==> src/hw/pwmsd_regs.vh <==
// Register map, field positions and reset values of the PWM clocking and shutdown block
// Notes on behaviour
// - Flag sets on each shutdown input change; writing one clears it.
// - Interrupt request is flag and enable together; disabled means no request.
// - Restart only while input passive; channels resume after counter reaches zero.
// - Restart bit is a write-only trigger that reads as zero.
// - Clearing shutdown enable releases channels only once counters pass zero.
// - Active shutdown input forces enabled outputs at once to the programmed level.
// - Pin status bit reads the present state of the channel 7 pin.
// - Polarity bit picks low or high as the active shutdown level.
// - Shutdown enable makes channel 7 an input; otherwise other bits do nothing.
// - Clocks A and B divide the bus clock by 1 to 128 by powers of two.
// - Freeze-stop bit with freeze mode active stops the prescaler.
// - Prescaler stops when all eight channel enables are zero.
// - Scaled clocks use a reloading 8-bit down counter and a toggle stage.
// - Scale value zero counts as 256, dividing by 512.
// - Writing a scale register reloads its down counter at once.
// - Channels 0,1,4,5 pick A or SA; channels 2,3,6,7 pick B or SB.
// - Each channel has an 8-bit counter, period and duty compare.
// - Each channel selects whether its cycle starts high or low.
// - Buffered period and duty load at period end, counter write or disable.
`ifndef PWMSD_REGS_VH
`define PWMSD_REGS_VH
`define PWMSD_IDX_ENABLE 6'h00
`define PWMSD_IDX_POL 6'h01
`define PWMSD_IDX_CLKSEL 6'h02
`define PWMSD_IDX_PRESCALE 6'h03
`define PWMSD_IDX_CTRL 6'h05
`define PWMSD_IDX_SCALE_A 6'h08
`define PWMSD_IDX_SCALE_B 6'h09
`define PWMSD_IDX_CNT0 6'h0C
`define PWMSD_IDX_PER0 6'h14
`define PWMSD_IDX_DTY0 6'h1C
`define PWMSD_IDX_SDN 6'h24
`define PWMSD_PRE_A_LSB 0
`define PWMSD_PRE_B_LSB 4
`define PWMSD_CTRL_FRZ 2
`define PWMSD_SDN_FLAG 7
`define PWMSD_SDN_IE 6
`define PWMSD_SDN_RESTART 5
`define PWMSD_SDN_LVL 4
`define PWMSD_SDN_PIN 2
`define PWMSD_SDN_POL 1
`define PWMSD_SDN_ENA 0
`define PWMSD_RST_BYTE 8'h00
`define PWMSD_RST_PER 8'h00
`define PWMSD_RST_DTY 8'hFF
`endif

==> src/hw/pwmsd_top.v <==
// PWM block with prescaled and scaled clocks, eight channels and emergency shutdown
`timescale 1ns/1ps
`include "pwmsd_regs.vh"
module pwmsd_top (
  input wire clock,
  input wire rst_n,
  input wire clk_en,
  input wire psel,
  input wire penable,
  input wire pwrite,
  input wire [7:0] paddr,
  input wire [31:0] pwdata,
  output reg [31:0] prdata,
  output wire pready,
  output reg pslverr,
  input wire freeze_mode,
  input wire ch7_pin_in,
  output reg [7:0] pwm_out,
  output reg [7:0] pwm_oe,
  output reg shutdown_irq
);
  localparam NCH = 8;

  // Register state
  reg [7:0] channel_run_enable_reg;
  reg [7:0] pol_reg;
  reg [7:0] clock_choice_reg;
  reg [7:0] prescale_select_reg;
  reg [7:0] module_control_reg;
  reg [7:0] scale_value_a_reg;
  reg [7:0] scale_value_b_reg;
  reg shutdown_change_flag_reg;
  reg shutdown_irq_enable_reg;
  reg shutdown_output_level_reg;
  reg shutdown_active_polarity_reg;
  reg shutdown_feature_enable_reg;
  reg ack_reg;

  // Clock generation state
  reg [6:0] pre_cnt_reg;
  reg [7:0] sa_cnt_reg;
  reg [7:0] sb_cnt_reg;
  reg sa_tgl_reg;
  reg sb_tgl_reg;

  // Shutdown state
  reg pin_s1_reg;
  reg pin_s2_reg;
  reg pin_s3_reg;
  reg restart_pend_reg;
  reg [7:0] hold_reg;

  wire [5:0] idx;
  wire wr_en;
  wire [7:0] wb;
  wire pre_run;
  wire tick_a;
  wire tick_b;
  wire pulse_a;
  wire pulse_b;
  wire tick_sa;
  wire tick_sb;
  wire sd_active;
  wire pin_change;
  wire [7:0] ch_tick;
  wire [7:0] ch_wave;
  wire [7:0] ch_zero;
  wire [63:0] ch_per;
  wire [63:0] ch_dty;
  wire [63:0] ch_cnt;
  wire sdn_wr;
  wire scale_a_wr;
  wire scale_b_wr;
  reg [7:0] rd_byte;
  reg rd_hit;
  reg [7:0] hold_next;
  reg [7:0] out_next;
  integer k;

  // Mask of low prescaler bits that must be all ones for a tick
  function [6:0] pwmsd_div_mask;
    input [2:0] sel;
    begin
      pwmsd_div_mask = 7'h7F >> (3'h7 - sel);
      if (sel == 3'h0)
        pwmsd_div_mask = 7'h00;
    end
  endfunction

  assign idx = paddr[7:2];
  assign wb = pwdata[7:0];
  assign pready = ack_reg & clk_en;
  assign wr_en = psel & penable & pwrite & ack_reg;

  // Write strobes used by the scale counter and shutdown processes
  assign sdn_wr = wr_en & (idx == `PWMSD_IDX_SDN);
  assign scale_a_wr = wr_en & (idx == `PWMSD_IDX_SCALE_A);
  assign scale_b_wr = wr_en & (idx == `PWMSD_IDX_SCALE_B);

  // Prescaler runs only when not frozen and some channel is enabled
  assign pre_run = ~(module_control_reg[`PWMSD_CTRL_FRZ] & freeze_mode)
                   & (|channel_run_enable_reg);
  assign tick_a = pre_run & ((pre_cnt_reg & pwmsd_div_mask(prescale_select_reg[`PWMSD_PRE_A_LSB +: 3]))
                  == pwmsd_div_mask(prescale_select_reg[`PWMSD_PRE_A_LSB +: 3]));
  assign tick_b = pre_run & ((pre_cnt_reg & pwmsd_div_mask(prescale_select_reg[`PWMSD_PRE_B_LSB +: 3]))
                  == pwmsd_div_mask(prescale_select_reg[`PWMSD_PRE_B_LSB +: 3]));

  // Down counter pulses on reaching one; a loaded zero takes 256 ticks
  assign pulse_a = tick_a & (sa_cnt_reg == 8'h01);
  assign pulse_b = tick_b & (sb_cnt_reg == 8'h01);
  assign tick_sa = pulse_a & sa_tgl_reg;
  assign tick_sb = pulse_b & sb_tgl_reg;

  // Shutdown input decode on the synchronised pin value
  assign sd_active = shutdown_feature_enable_reg
                     & (pin_s2_reg == shutdown_active_polarity_reg);
  assign pin_change = shutdown_feature_enable_reg & (pin_s2_reg ^ pin_s3_reg);

  genvar g;
  generate
    for (g = 0; g < NCH; g = g + 1)
    begin : gen_ch
      // Channels with index bit 1 clear use A/SA, the others B/SB
      if (g % 4 < 2)
      begin : grp_a
        assign ch_tick[g] = clock_choice_reg[g] ? tick_sa : tick_a;
      end
      else
      begin : grp_b
        assign ch_tick[g] = clock_choice_reg[g] ? tick_sb : tick_b;
      end
      pwmsd_chan pwmsd_chan_i (
        .clock(clock),
        .rst_n(rst_n),
        .clk_en(clk_en),
        .tick(ch_tick[g]),
        .run(channel_run_enable_reg[g]),
        .pol(pol_reg[g]),
        .per_wr(wr_en && idx == `PWMSD_IDX_PER0 + g),
        .dty_wr(wr_en && idx == `PWMSD_IDX_DTY0 + g),
        .cnt_wr(wr_en && idx == `PWMSD_IDX_CNT0 + g),
        .wdata(wb),
        .per_buf_reg(ch_per[8*g +: 8]),
        .dty_buf_reg(ch_dty[8*g +: 8]),
        .cnt_reg(ch_cnt[8*g +: 8]),
        .wave(ch_wave[g]),
        .cnt_zero(ch_zero[g])
      );
    end
  endgenerate

  // Read decode
  always @*
  begin
    rd_byte = 8'h00;
    rd_hit = 1'b1;
    if (idx == `PWMSD_IDX_ENABLE)
      rd_byte = channel_run_enable_reg;
    else if (idx == `PWMSD_IDX_POL)
      rd_byte = pol_reg;
    else if (idx == `PWMSD_IDX_CLKSEL)
      rd_byte = clock_choice_reg;
    else if (idx == `PWMSD_IDX_PRESCALE)
      rd_byte = prescale_select_reg;
    else if (idx == `PWMSD_IDX_CTRL)
      rd_byte = module_control_reg;
    else if (idx == `PWMSD_IDX_SCALE_A)
      rd_byte = scale_value_a_reg;
    else if (idx == `PWMSD_IDX_SCALE_B)
      rd_byte = scale_value_b_reg;
    else if (idx >= `PWMSD_IDX_CNT0 && idx < `PWMSD_IDX_PER0)
      rd_byte = ch_cnt[8*(idx - `PWMSD_IDX_CNT0) +: 8];
    else if (idx >= `PWMSD_IDX_PER0 && idx < `PWMSD_IDX_DTY0)
      rd_byte = ch_per[8*(idx - `PWMSD_IDX_PER0) +: 8];
    else if (idx >= `PWMSD_IDX_DTY0 && idx < `PWMSD_IDX_SDN)
      rd_byte = ch_dty[8*(idx - `PWMSD_IDX_DTY0) +: 8];
    else if (idx == `PWMSD_IDX_SDN)
    begin
      rd_byte[`PWMSD_SDN_FLAG] = shutdown_change_flag_reg;
      rd_byte[`PWMSD_SDN_IE] = shutdown_irq_enable_reg;
      rd_byte[`PWMSD_SDN_RESTART] = 1'b0;
      rd_byte[`PWMSD_SDN_LVL] = shutdown_output_level_reg;
      rd_byte[`PWMSD_SDN_PIN] = pin_s2_reg;
      rd_byte[`PWMSD_SDN_POL] = shutdown_active_polarity_reg;
      rd_byte[`PWMSD_SDN_ENA] = shutdown_feature_enable_reg;
    end
    else
      rd_hit = 1'b0;
  end

  // Hold and output forcing
  always @*
  begin
    hold_next = hold_reg;
    out_next = ch_wave;
    for (k = 0; k < NCH; k = k + 1)
    begin
      if (sd_active)
        hold_next[k] = 1'b1;
      else if ((restart_pend_reg | ~shutdown_feature_enable_reg) & ch_zero[k])
        hold_next[k] = 1'b0;
      if ((sd_active | hold_reg[k]) & channel_run_enable_reg[k])
        out_next[k] = shutdown_output_level_reg;
      else if (!channel_run_enable_reg[k])
        out_next[k] = 1'b0;
    end
  end

  // Bus slave and register writes
  always @(posedge clock)
  begin
    if (!rst_n)
    begin
      ack_reg <= 1'b0;
      prdata <= 32'h00000000;
      pslverr <= 1'b0;
      channel_run_enable_reg <= `PWMSD_RST_BYTE;
      pol_reg <= `PWMSD_RST_BYTE;
      clock_choice_reg <= `PWMSD_RST_BYTE;
      prescale_select_reg <= `PWMSD_RST_BYTE;
      module_control_reg <= `PWMSD_RST_BYTE;
      scale_value_a_reg <= `PWMSD_RST_BYTE;
      scale_value_b_reg <= `PWMSD_RST_BYTE;
      shutdown_irq_enable_reg <= 1'b0;
      shutdown_output_level_reg <= 1'b0;
      shutdown_active_polarity_reg <= 1'b0;
      shutdown_feature_enable_reg <= 1'b0;
    end
    else if (clk_en)
    begin
      // Read data is taken in the setup cycle and stands through the access cycle
      if (psel && !ack_reg)
      begin
        ack_reg <= 1'b1;
        prdata <= {24'h000000, rd_byte};
        pslverr <= ~rd_hit;
      end
      else if (psel && penable && ack_reg)
      begin
        ack_reg <= 1'b0;
        pslverr <= 1'b0;
      end
      if (wr_en)
      begin
        if (idx == `PWMSD_IDX_ENABLE)
          channel_run_enable_reg <= wb;
        else if (idx == `PWMSD_IDX_POL)
          pol_reg <= wb;
        else if (idx == `PWMSD_IDX_CLKSEL)
          clock_choice_reg <= wb;
        else if (idx == `PWMSD_IDX_PRESCALE)
          prescale_select_reg <= wb & 8'h77;
        else if (idx == `PWMSD_IDX_CTRL)
          module_control_reg <= wb & 8'h04;
        else if (idx == `PWMSD_IDX_SCALE_A)
          scale_value_a_reg <= wb;
        else if (idx == `PWMSD_IDX_SCALE_B)
          scale_value_b_reg <= wb;
        else if (idx == `PWMSD_IDX_SDN)
        begin
          shutdown_irq_enable_reg <= wb[`PWMSD_SDN_IE];
          shutdown_output_level_reg <= wb[`PWMSD_SDN_LVL];
          shutdown_active_polarity_reg <= wb[`PWMSD_SDN_POL];
          shutdown_feature_enable_reg <= wb[`PWMSD_SDN_ENA];
        end
      end
    end
  end

  // Prescaler and scale counters
  always @(posedge clock)
  begin
    if (!rst_n)
    begin
      pre_cnt_reg <= 7'h00;
      sa_cnt_reg <= 8'h00;
      sb_cnt_reg <= 8'h00;
      sa_tgl_reg <= 1'b0;
      sb_tgl_reg <= 1'b0;
    end
    else if (clk_en)
    begin
      if (pre_run)
        pre_cnt_reg <= pre_cnt_reg + 7'h01;
      // A scale write reloads at once so a new rate starts without a stale count
      if (scale_a_wr)
        sa_cnt_reg <= wb;
      else if (pulse_a)
        sa_cnt_reg <= scale_value_a_reg;
      else if (tick_a)
        sa_cnt_reg <= sa_cnt_reg - 8'h01;
      if (pulse_a)
        sa_tgl_reg <= ~sa_tgl_reg;
      if (scale_b_wr)
        sb_cnt_reg <= wb;
      else if (pulse_b)
        sb_cnt_reg <= scale_value_b_reg;
      else if (tick_b)
        sb_cnt_reg <= sb_cnt_reg - 8'h01;
      if (pulse_b)
        sb_tgl_reg <= ~sb_tgl_reg;
    end
  end

  // Shutdown input, flag, restart and outputs
  always @(posedge clock)
  begin
    if (!rst_n)
    begin
      pin_s1_reg <= 1'b0;
      pin_s2_reg <= 1'b0;
      pin_s3_reg <= 1'b0;
      shutdown_change_flag_reg <= 1'b0;
      restart_pend_reg <= 1'b0;
      hold_reg <= 8'h00;
      pwm_out <= 8'h00;
      pwm_oe <= 8'h00;
      shutdown_irq <= 1'b0;
    end
    else if (clk_en)
    begin
      pin_s1_reg <= ch7_pin_in;
      pin_s2_reg <= pin_s1_reg;
      pin_s3_reg <= pin_s2_reg;
      // A change in the clearing cycle keeps the flag set
      if (pin_change)
        shutdown_change_flag_reg <= 1'b1;
      else if (sdn_wr && wb[`PWMSD_SDN_FLAG])
        shutdown_change_flag_reg <= 1'b0;
      // Restart is dropped while the input is active or once every channel is released
      if (sd_active || hold_next == 8'h00)
        restart_pend_reg <= 1'b0;
      else if (sdn_wr && wb[`PWMSD_SDN_RESTART])
        restart_pend_reg <= 1'b1;
      hold_reg <= hold_next;
      pwm_out <= out_next;
      // Channel 7 pin becomes an input while the shutdown feature is on
      pwm_oe <= {channel_run_enable_reg[7] & ~shutdown_feature_enable_reg,
                 channel_run_enable_reg[6:0]};
      shutdown_irq <= (shutdown_change_flag_reg | pin_change)
                      & shutdown_irq_enable_reg & shutdown_feature_enable_reg;
    end
  end
endmodule

==> src/hw/pwmsd_chan.v <==
// One PWM channel: 8-bit counter with double-buffered period and duty
`timescale 1ns/1ps
`include "pwmsd_regs.vh"
module pwmsd_chan (
  input wire clock,
  input wire rst_n,
  input wire clk_en,
  input wire tick,
  input wire run,
  input wire pol,
  input wire per_wr,
  input wire dty_wr,
  input wire cnt_wr,
  input wire [7:0] wdata,
  output reg [7:0] per_buf_reg,
  output reg [7:0] dty_buf_reg,
  output reg [7:0] cnt_reg,
  output wire wave,
  output wire cnt_zero
);
  reg [7:0] per_act_reg;
  reg [7:0] dty_act_reg;
  wire [8:0] cnt_inc;
  wire wrap;
  assign cnt_inc = {1'b0, cnt_reg} + 9'h001;
  assign wrap = cnt_inc >= {1'b0, per_act_reg};
  assign cnt_zero = cnt_reg == 8'h00;
  // Output starts each cycle at the polarity level and flips at the duty match
  assign wave = (cnt_reg < dty_act_reg) ? pol : ~pol;
  always @(posedge clock)
  begin
    if (!rst_n)
    begin
      per_buf_reg <= `PWMSD_RST_PER;
      dty_buf_reg <= `PWMSD_RST_DTY;
      per_act_reg <= `PWMSD_RST_PER;
      dty_act_reg <= `PWMSD_RST_DTY;
      cnt_reg <= 8'h00;
    end
    else if (clk_en)
    begin
      if (per_wr)
        per_buf_reg <= wdata;
      if (dty_wr)
        dty_buf_reg <= wdata;
      if (cnt_wr)
      begin
        cnt_reg <= 8'h00;
        per_act_reg <= per_buf_reg;
        dty_act_reg <= dty_buf_reg;
      end
      else if (!run)
      begin
        per_act_reg <= per_wr ? wdata : per_buf_reg;
        dty_act_reg <= dty_wr ? wdata : dty_buf_reg;
      end
      else if (tick)
      begin
        if (wrap)
        begin
          cnt_reg <= 8'h00;
          per_act_reg <= per_buf_reg;
          dty_act_reg <= dty_buf_reg;
        end
        else
          cnt_reg <= cnt_inc[7:0];
      end
    end
  end
endmodule

==> config.mk <==
export PLATFORM = sky130hd
export DESIGN_NAME = pwmsd_top
export DESIGN_NICKNAME = d
export VERILOG_FILES = /design/src/hw/pwmsd_top.v /design/src/hw/pwmsd_chan.v
export VERILOG_INCLUDE_DIRS = /design/src /design/src/hw
export SDC_FILE = /design/constraint.sdc
export NUM_CORES = 1
export LEC_CHECK = 0
export BUFFER_PORTS_ARGS = -buffer_cell sky130_fd_sc_hd__clkbuf_2
export CAP_MARGIN = 20
export CORE_MARGIN = 5
export CORE_UTILIZATION = 24
export DETAILED_ROUTE_END_ITERATION = 10
export HOLD_SLACK_MARGIN = 0.03
export PLACE_DENSITY = 0.43
export SETUP_SLACK_MARGIN = 0.05
export SLEW_MARGIN = 5
export SYNTH_ARGS = -nofsm -noshare
export SYNTH_HDL_FRONTEND = slang
export SYNTH_SLANG_ARGS = --single-unit
==> constraint.sdc <==
create_clock -name clock -period 2.86 [get_ports clock]
set_input_delay 0 -clock clock [delete_from_list [all_inputs] [get_ports clock]]
set_output_delay 0 -clock clock [all_outputs]
set_load 0.1 [all_outputs]
==> results by group <==
Route
  – Number of detailed-route iterations in the first pass: 6
  – Total vias in the final route: 23532
  – Remaining design rule violation count: 0
  – Vias per Instance: 5.04
  – ANT nets after route: 0
  – Final WL: 106000 um
  – Wire length per cell after detailed routing: about 23 um
  – DRC violation total after the first TritonRoute iteration: 1884

Synthesis
  – Asr flop ratio synth: 0%
  – Most numerous cell in the Yosys netlist: sky130_fd_sc_hd__dfxtp_1
  – Post-synthesis share of cell area spent on xor and xnor gates: under 10%
  – Post-synthesis compound-gate area fraction: 15.6%
  – Cell type with the highest aggregate area in the netlist: sky130_fd_sc_hd__dfxtp_1
  – Most common library cells after synthesis: sky130_fd_sc_hd__dfxtp_1, sky130_fd_sc_hd__nand2_1, sky130_fd_sc_hd__nor2_1, sky130_fd_sc_hd__mux2i_1, sky130_fd_sc_hd__nand3_1
  – Post-synthesis instance total: 3010
  – Combinational family with the most area after synthesis: simple AND/OR/NAND/NOR gates
  – Adder and majority cell fraction of the synthesized area: 7.21%
  – Register bit total from synthesis: 436
  – Number of different library cells in the post-synthesis netlist: 85
  – Yosys warning total: 0
  – Post-synthesis sequential area ratio: ~34%
  – Multiplexer share of the synthesized area: 14.0%
  – Post-synthesis share of cell area spent on and, or, nand and nor gates: approximately a fifth
  – Proportion of netlist area held by the largest area contributor: 34.2%
  – Number of enable-type register cells in the synthesized netlist: 0
  – Average cell area after synthesis: between 8 and 9 um2
  – Leading register cell type out of synthesis: sky130_fd_sc_hd__dfxtp_1
  – Synth area leaders: sky130_fd_sc_hd__dfxtp_1, sky130_fd_sc_hd__mux2i_1, sky130_fd_sc_hd__ha_1
  – Synth Cell Area: 25500 um2

Outcome
  – Failing checks: setup timing
  – Result of the run: finished with violations

Critical path
  – End of the worst register-to-register path: gen_ch[7].pwmsd_chan_i.cnt_reg[6]
  – Endpoint type of the worst setup path: flop
  – Crit Path Max Fanout: 6
  – Flop-to-flop setup slack: -0.05 ns
  – Top Family by Delay on Critical Path: simple AND/OR/NAND/NOR gates
  – Crit path buf inv count: 1
  – First element of the critical path: gen_ch[7].pwmsd_chan_i.cnt_reg[1]
  – Worst R2R Start: gen_ch[7].pwmsd_chan_i.cnt_reg[1]
  – Crit path kind: flop to flop
  – Data required time of the worst path: 3.40 ns
  – CP Data Arrival Time: between 3 and 4 ns
  – Crit path cell chain: buf_4, nand3_4, nor2_4, nand3_1, xnor2_2, ha_1, a221oi_2, o21ai_2, or4b_4, or4_1, a21oi_1
  – Slowest cell on the critical path: sky130_fd_sc_hd__or4b_4
  – Slowest cell delay on critical path: 0.54 ns
  – Startpoint class of the critical path: flop
  – Number of cells on the worst reg-to-reg path: 11

Placement
  – Input/output buffers: 48
  – Cell count after placement: 4523
  – Detailed placer's ending HPWL: 77300 um
  – Final RePlAce weighted congestion: 0.973
  – Setup slack at placement: -0.163 ns

Layout
  – Final Net Count: approximately 3400
  – Filler instances: about 11000
  – Combined flip-flop and latch cell area: 8780 um2
  – Fraction of final layout cells with drive strength greater than 1: a little over a fifth
  – Combined area of the multi-input logic cells: 16100 um2
  – Number of non-filler instances in the completed layout: 4665
  – Relative area change from synthesis to final layout: 26.0%

Timing
  – Max Slew Vio Count: 0
  – Setup TNS after final layout: -0.0810 ns
  – Final setup margin: -0.0459 ns
  – Final period demand of the worst path: between 2 and 3 ns
  – Hold WS: ~0.080 ns
  – Worst clock skew on the final layout: 0.0178 ns
  – F_max: 0.344 GHz
  – Setup-violating endpoint count in the final report: 3
  – Final-report hold violation count: 0
  – Post-route fraction of the period consumed by the critical path: 102%
  – Worst relative slew slack: 25.9%
  – Unrepaired setup endpoints after global routing: yes
  – Slew at the pin with the worst max-slew slack: 1.11 ns

Flow run
  – Max Cap Violations: 0

CTS
  – Max Buffers Root-to-Sink: 3
  – Root cell of the clock tree: sky130_fd_sc_hd__clkbuf_16
  – Clock tree from TritonCTS: yes
  – Clock Latency Late Sink: 0.63 ns
  – Number of levels in the clock H-tree: 2
  – Clock-pin slew of the registers on the worst-case setup and hold paths: approximately 0.060 ns
  – Clock sink total: 436
  – Number of buffers added by the clock tree synthesis step: 53

Global route
  – Number of antenna violations at the first check in global routing: 1
  – Vias in the first global route: 22067
  – Pin count of the biggest net entering global routing: 113
  – Wire length of the first global-routing pass: 153000 um
  – Total Routing Usage GR: 17.9%
  – Total congestion overflow after global routing: 0

Pwr
  – VDD IR max: 396 uV
  – Power per Cell Area: approximately 470 nW/um2
  – Leakage component of the power: around 14 nW

Floorplanning
  – I/O pin total: ~100
  – Core box area: between 100000 and 150000 um2
  – Die footprint: 113000 um2
  – Vertical die dimension: 336 um
  – Width of the die: 336 um
  – Number of placement rows: 119
  – Effective utilization at floorplan: 24.2%

Worst hold path
  – Number of cells traversed by the worst hold path: 5
  – Type of the worst min-delay path: input port to flop
  – Endpoint of the worst hold path: channel_run_enable_reg[7]
  – Startpoint of the worst hold path: pwrite
[cell families after synthesis]
kind of cell               count (synthesis)
DFF                                      436
other                                      1
and+or+nand+nor                         1103
adders and majority gates                147
buffers and inverters                    373
xor gates and xnor gates                  69
muxes                                    293
AOI/OAI and AO/OA                        588
[per-layer routing]
layer | share of wire, % | vias to the layer above | global-route usage, %
met5 | 0 | - | 0
met4 | 3.4 | 0 | 5.80
met3 | 4.9 | 159 | 2.24
met2 | 45 | 680 | 28.6
met1 | 47 | 11448 | 25.1
li1 | - | 11245 | -
[cell type report]
class                   instances  share of cell area (%)
clock inverters                30                    1.20
diodes                          1                 0.00779
flip-flops and latches        436                    27.3
repair buffers                358                    9.26
inverters                     158                    1.87
clock buffers                  67                    4.70
multi-input cells            2224                    50.2
well taps                    1391                    5.42
[metrics by stage]
step | cell area [um2] | util [%] | power [mW]
CTS | 31300 | 29.7 | 15.2
floorplan | 25700 | - | 7.19
finish | 32100 | 30.5 | 15.1
detailed placement | 29000 | 27.5 | 7.64
global placement | 29000 | 27.5 | 7.64
global route | 32100 | 30.5 | 15.6
[worst register-to-register path, cell delays in order (launching register included)]
cell	delay, ns
sky130_fd_sc_hd__dfxtp_4	0.37
sky130_fd_sc_hd__buf_4	0.12
sky130_fd_sc_hd__nand3_4	0.09
sky130_fd_sc_hd__nor2_4	0.12
sky130_fd_sc_hd__nand3_1	0.13
sky130_fd_sc_hd__xnor2_2	0.16
sky130_fd_sc_hd__ha_1	0.32
sky130_fd_sc_hd__a221oi_2	0.33
sky130_fd_sc_hd__o21ai_2	0.10
sky130_fd_sc_hd__or4b_4	0.54
sky130_fd_sc_hd__or4_1	0.42
sky130_fd_sc_hd__a21oi_1	0.14
[placed cells by master, fill, tap and decap left out, drive strengths merged, types with 25 or more instances in the layout]
cell type	count
nand3	194
nor4	25
o211ai	37
mux2	46
and3	42
o31a	43
a21oi	125
dfxtp	436
a31oi	36
mux4	47
a211oi	45
inv	159
mux2i	200
nand2b	47
o21ai	119
nor3	67
xnor2	39
clkbuf	116
nor2	245
ha	147
nand2	357
a21o	33
xor2	30
buf	301
[power by group]
group / internal, mW / switching (mW) / leakage (nW)
Clock: 4.45 / 3.00 / 0.931
Combinational: 0.462 / 1.01 / 9.08
Sequential: 6.13 / 0.0375 / 3.54
Total: 11.0 / 4.04 / 13.6
[how the worst max path moves through the flow]
stage / end / depth (start not counted)
floorplan: gen_ch[4].pwmsd_chan_i.cnt_reg[3] / 12
global route: gen_ch[7].pwmsd_chan_i.cnt_reg[5] / 11
global placement: gen_ch[7].pwmsd_chan_i.cnt_reg[5] / 10
finish: gen_ch[7].pwmsd_chan_i.cnt_reg[6] / 11
detailed placement: gen_ch[7].pwmsd_chan_i.cnt_reg[5] / 10
CTS: gen_ch[7].pwmsd_chan_i.cnt_reg[6] / 12
[timing repair]
action / in CTS / in global routing
hold buffers: 8 / 0
resized for setup: 45 / 141
pin swaps: 32 / 73
endpoints found under the setup margin: 95 / 176
cloned: 4 / 7
buffers inserted: 9 / 16
hold endpoints to repair: 98 / 0
Power figures use the tool's default switching activity.
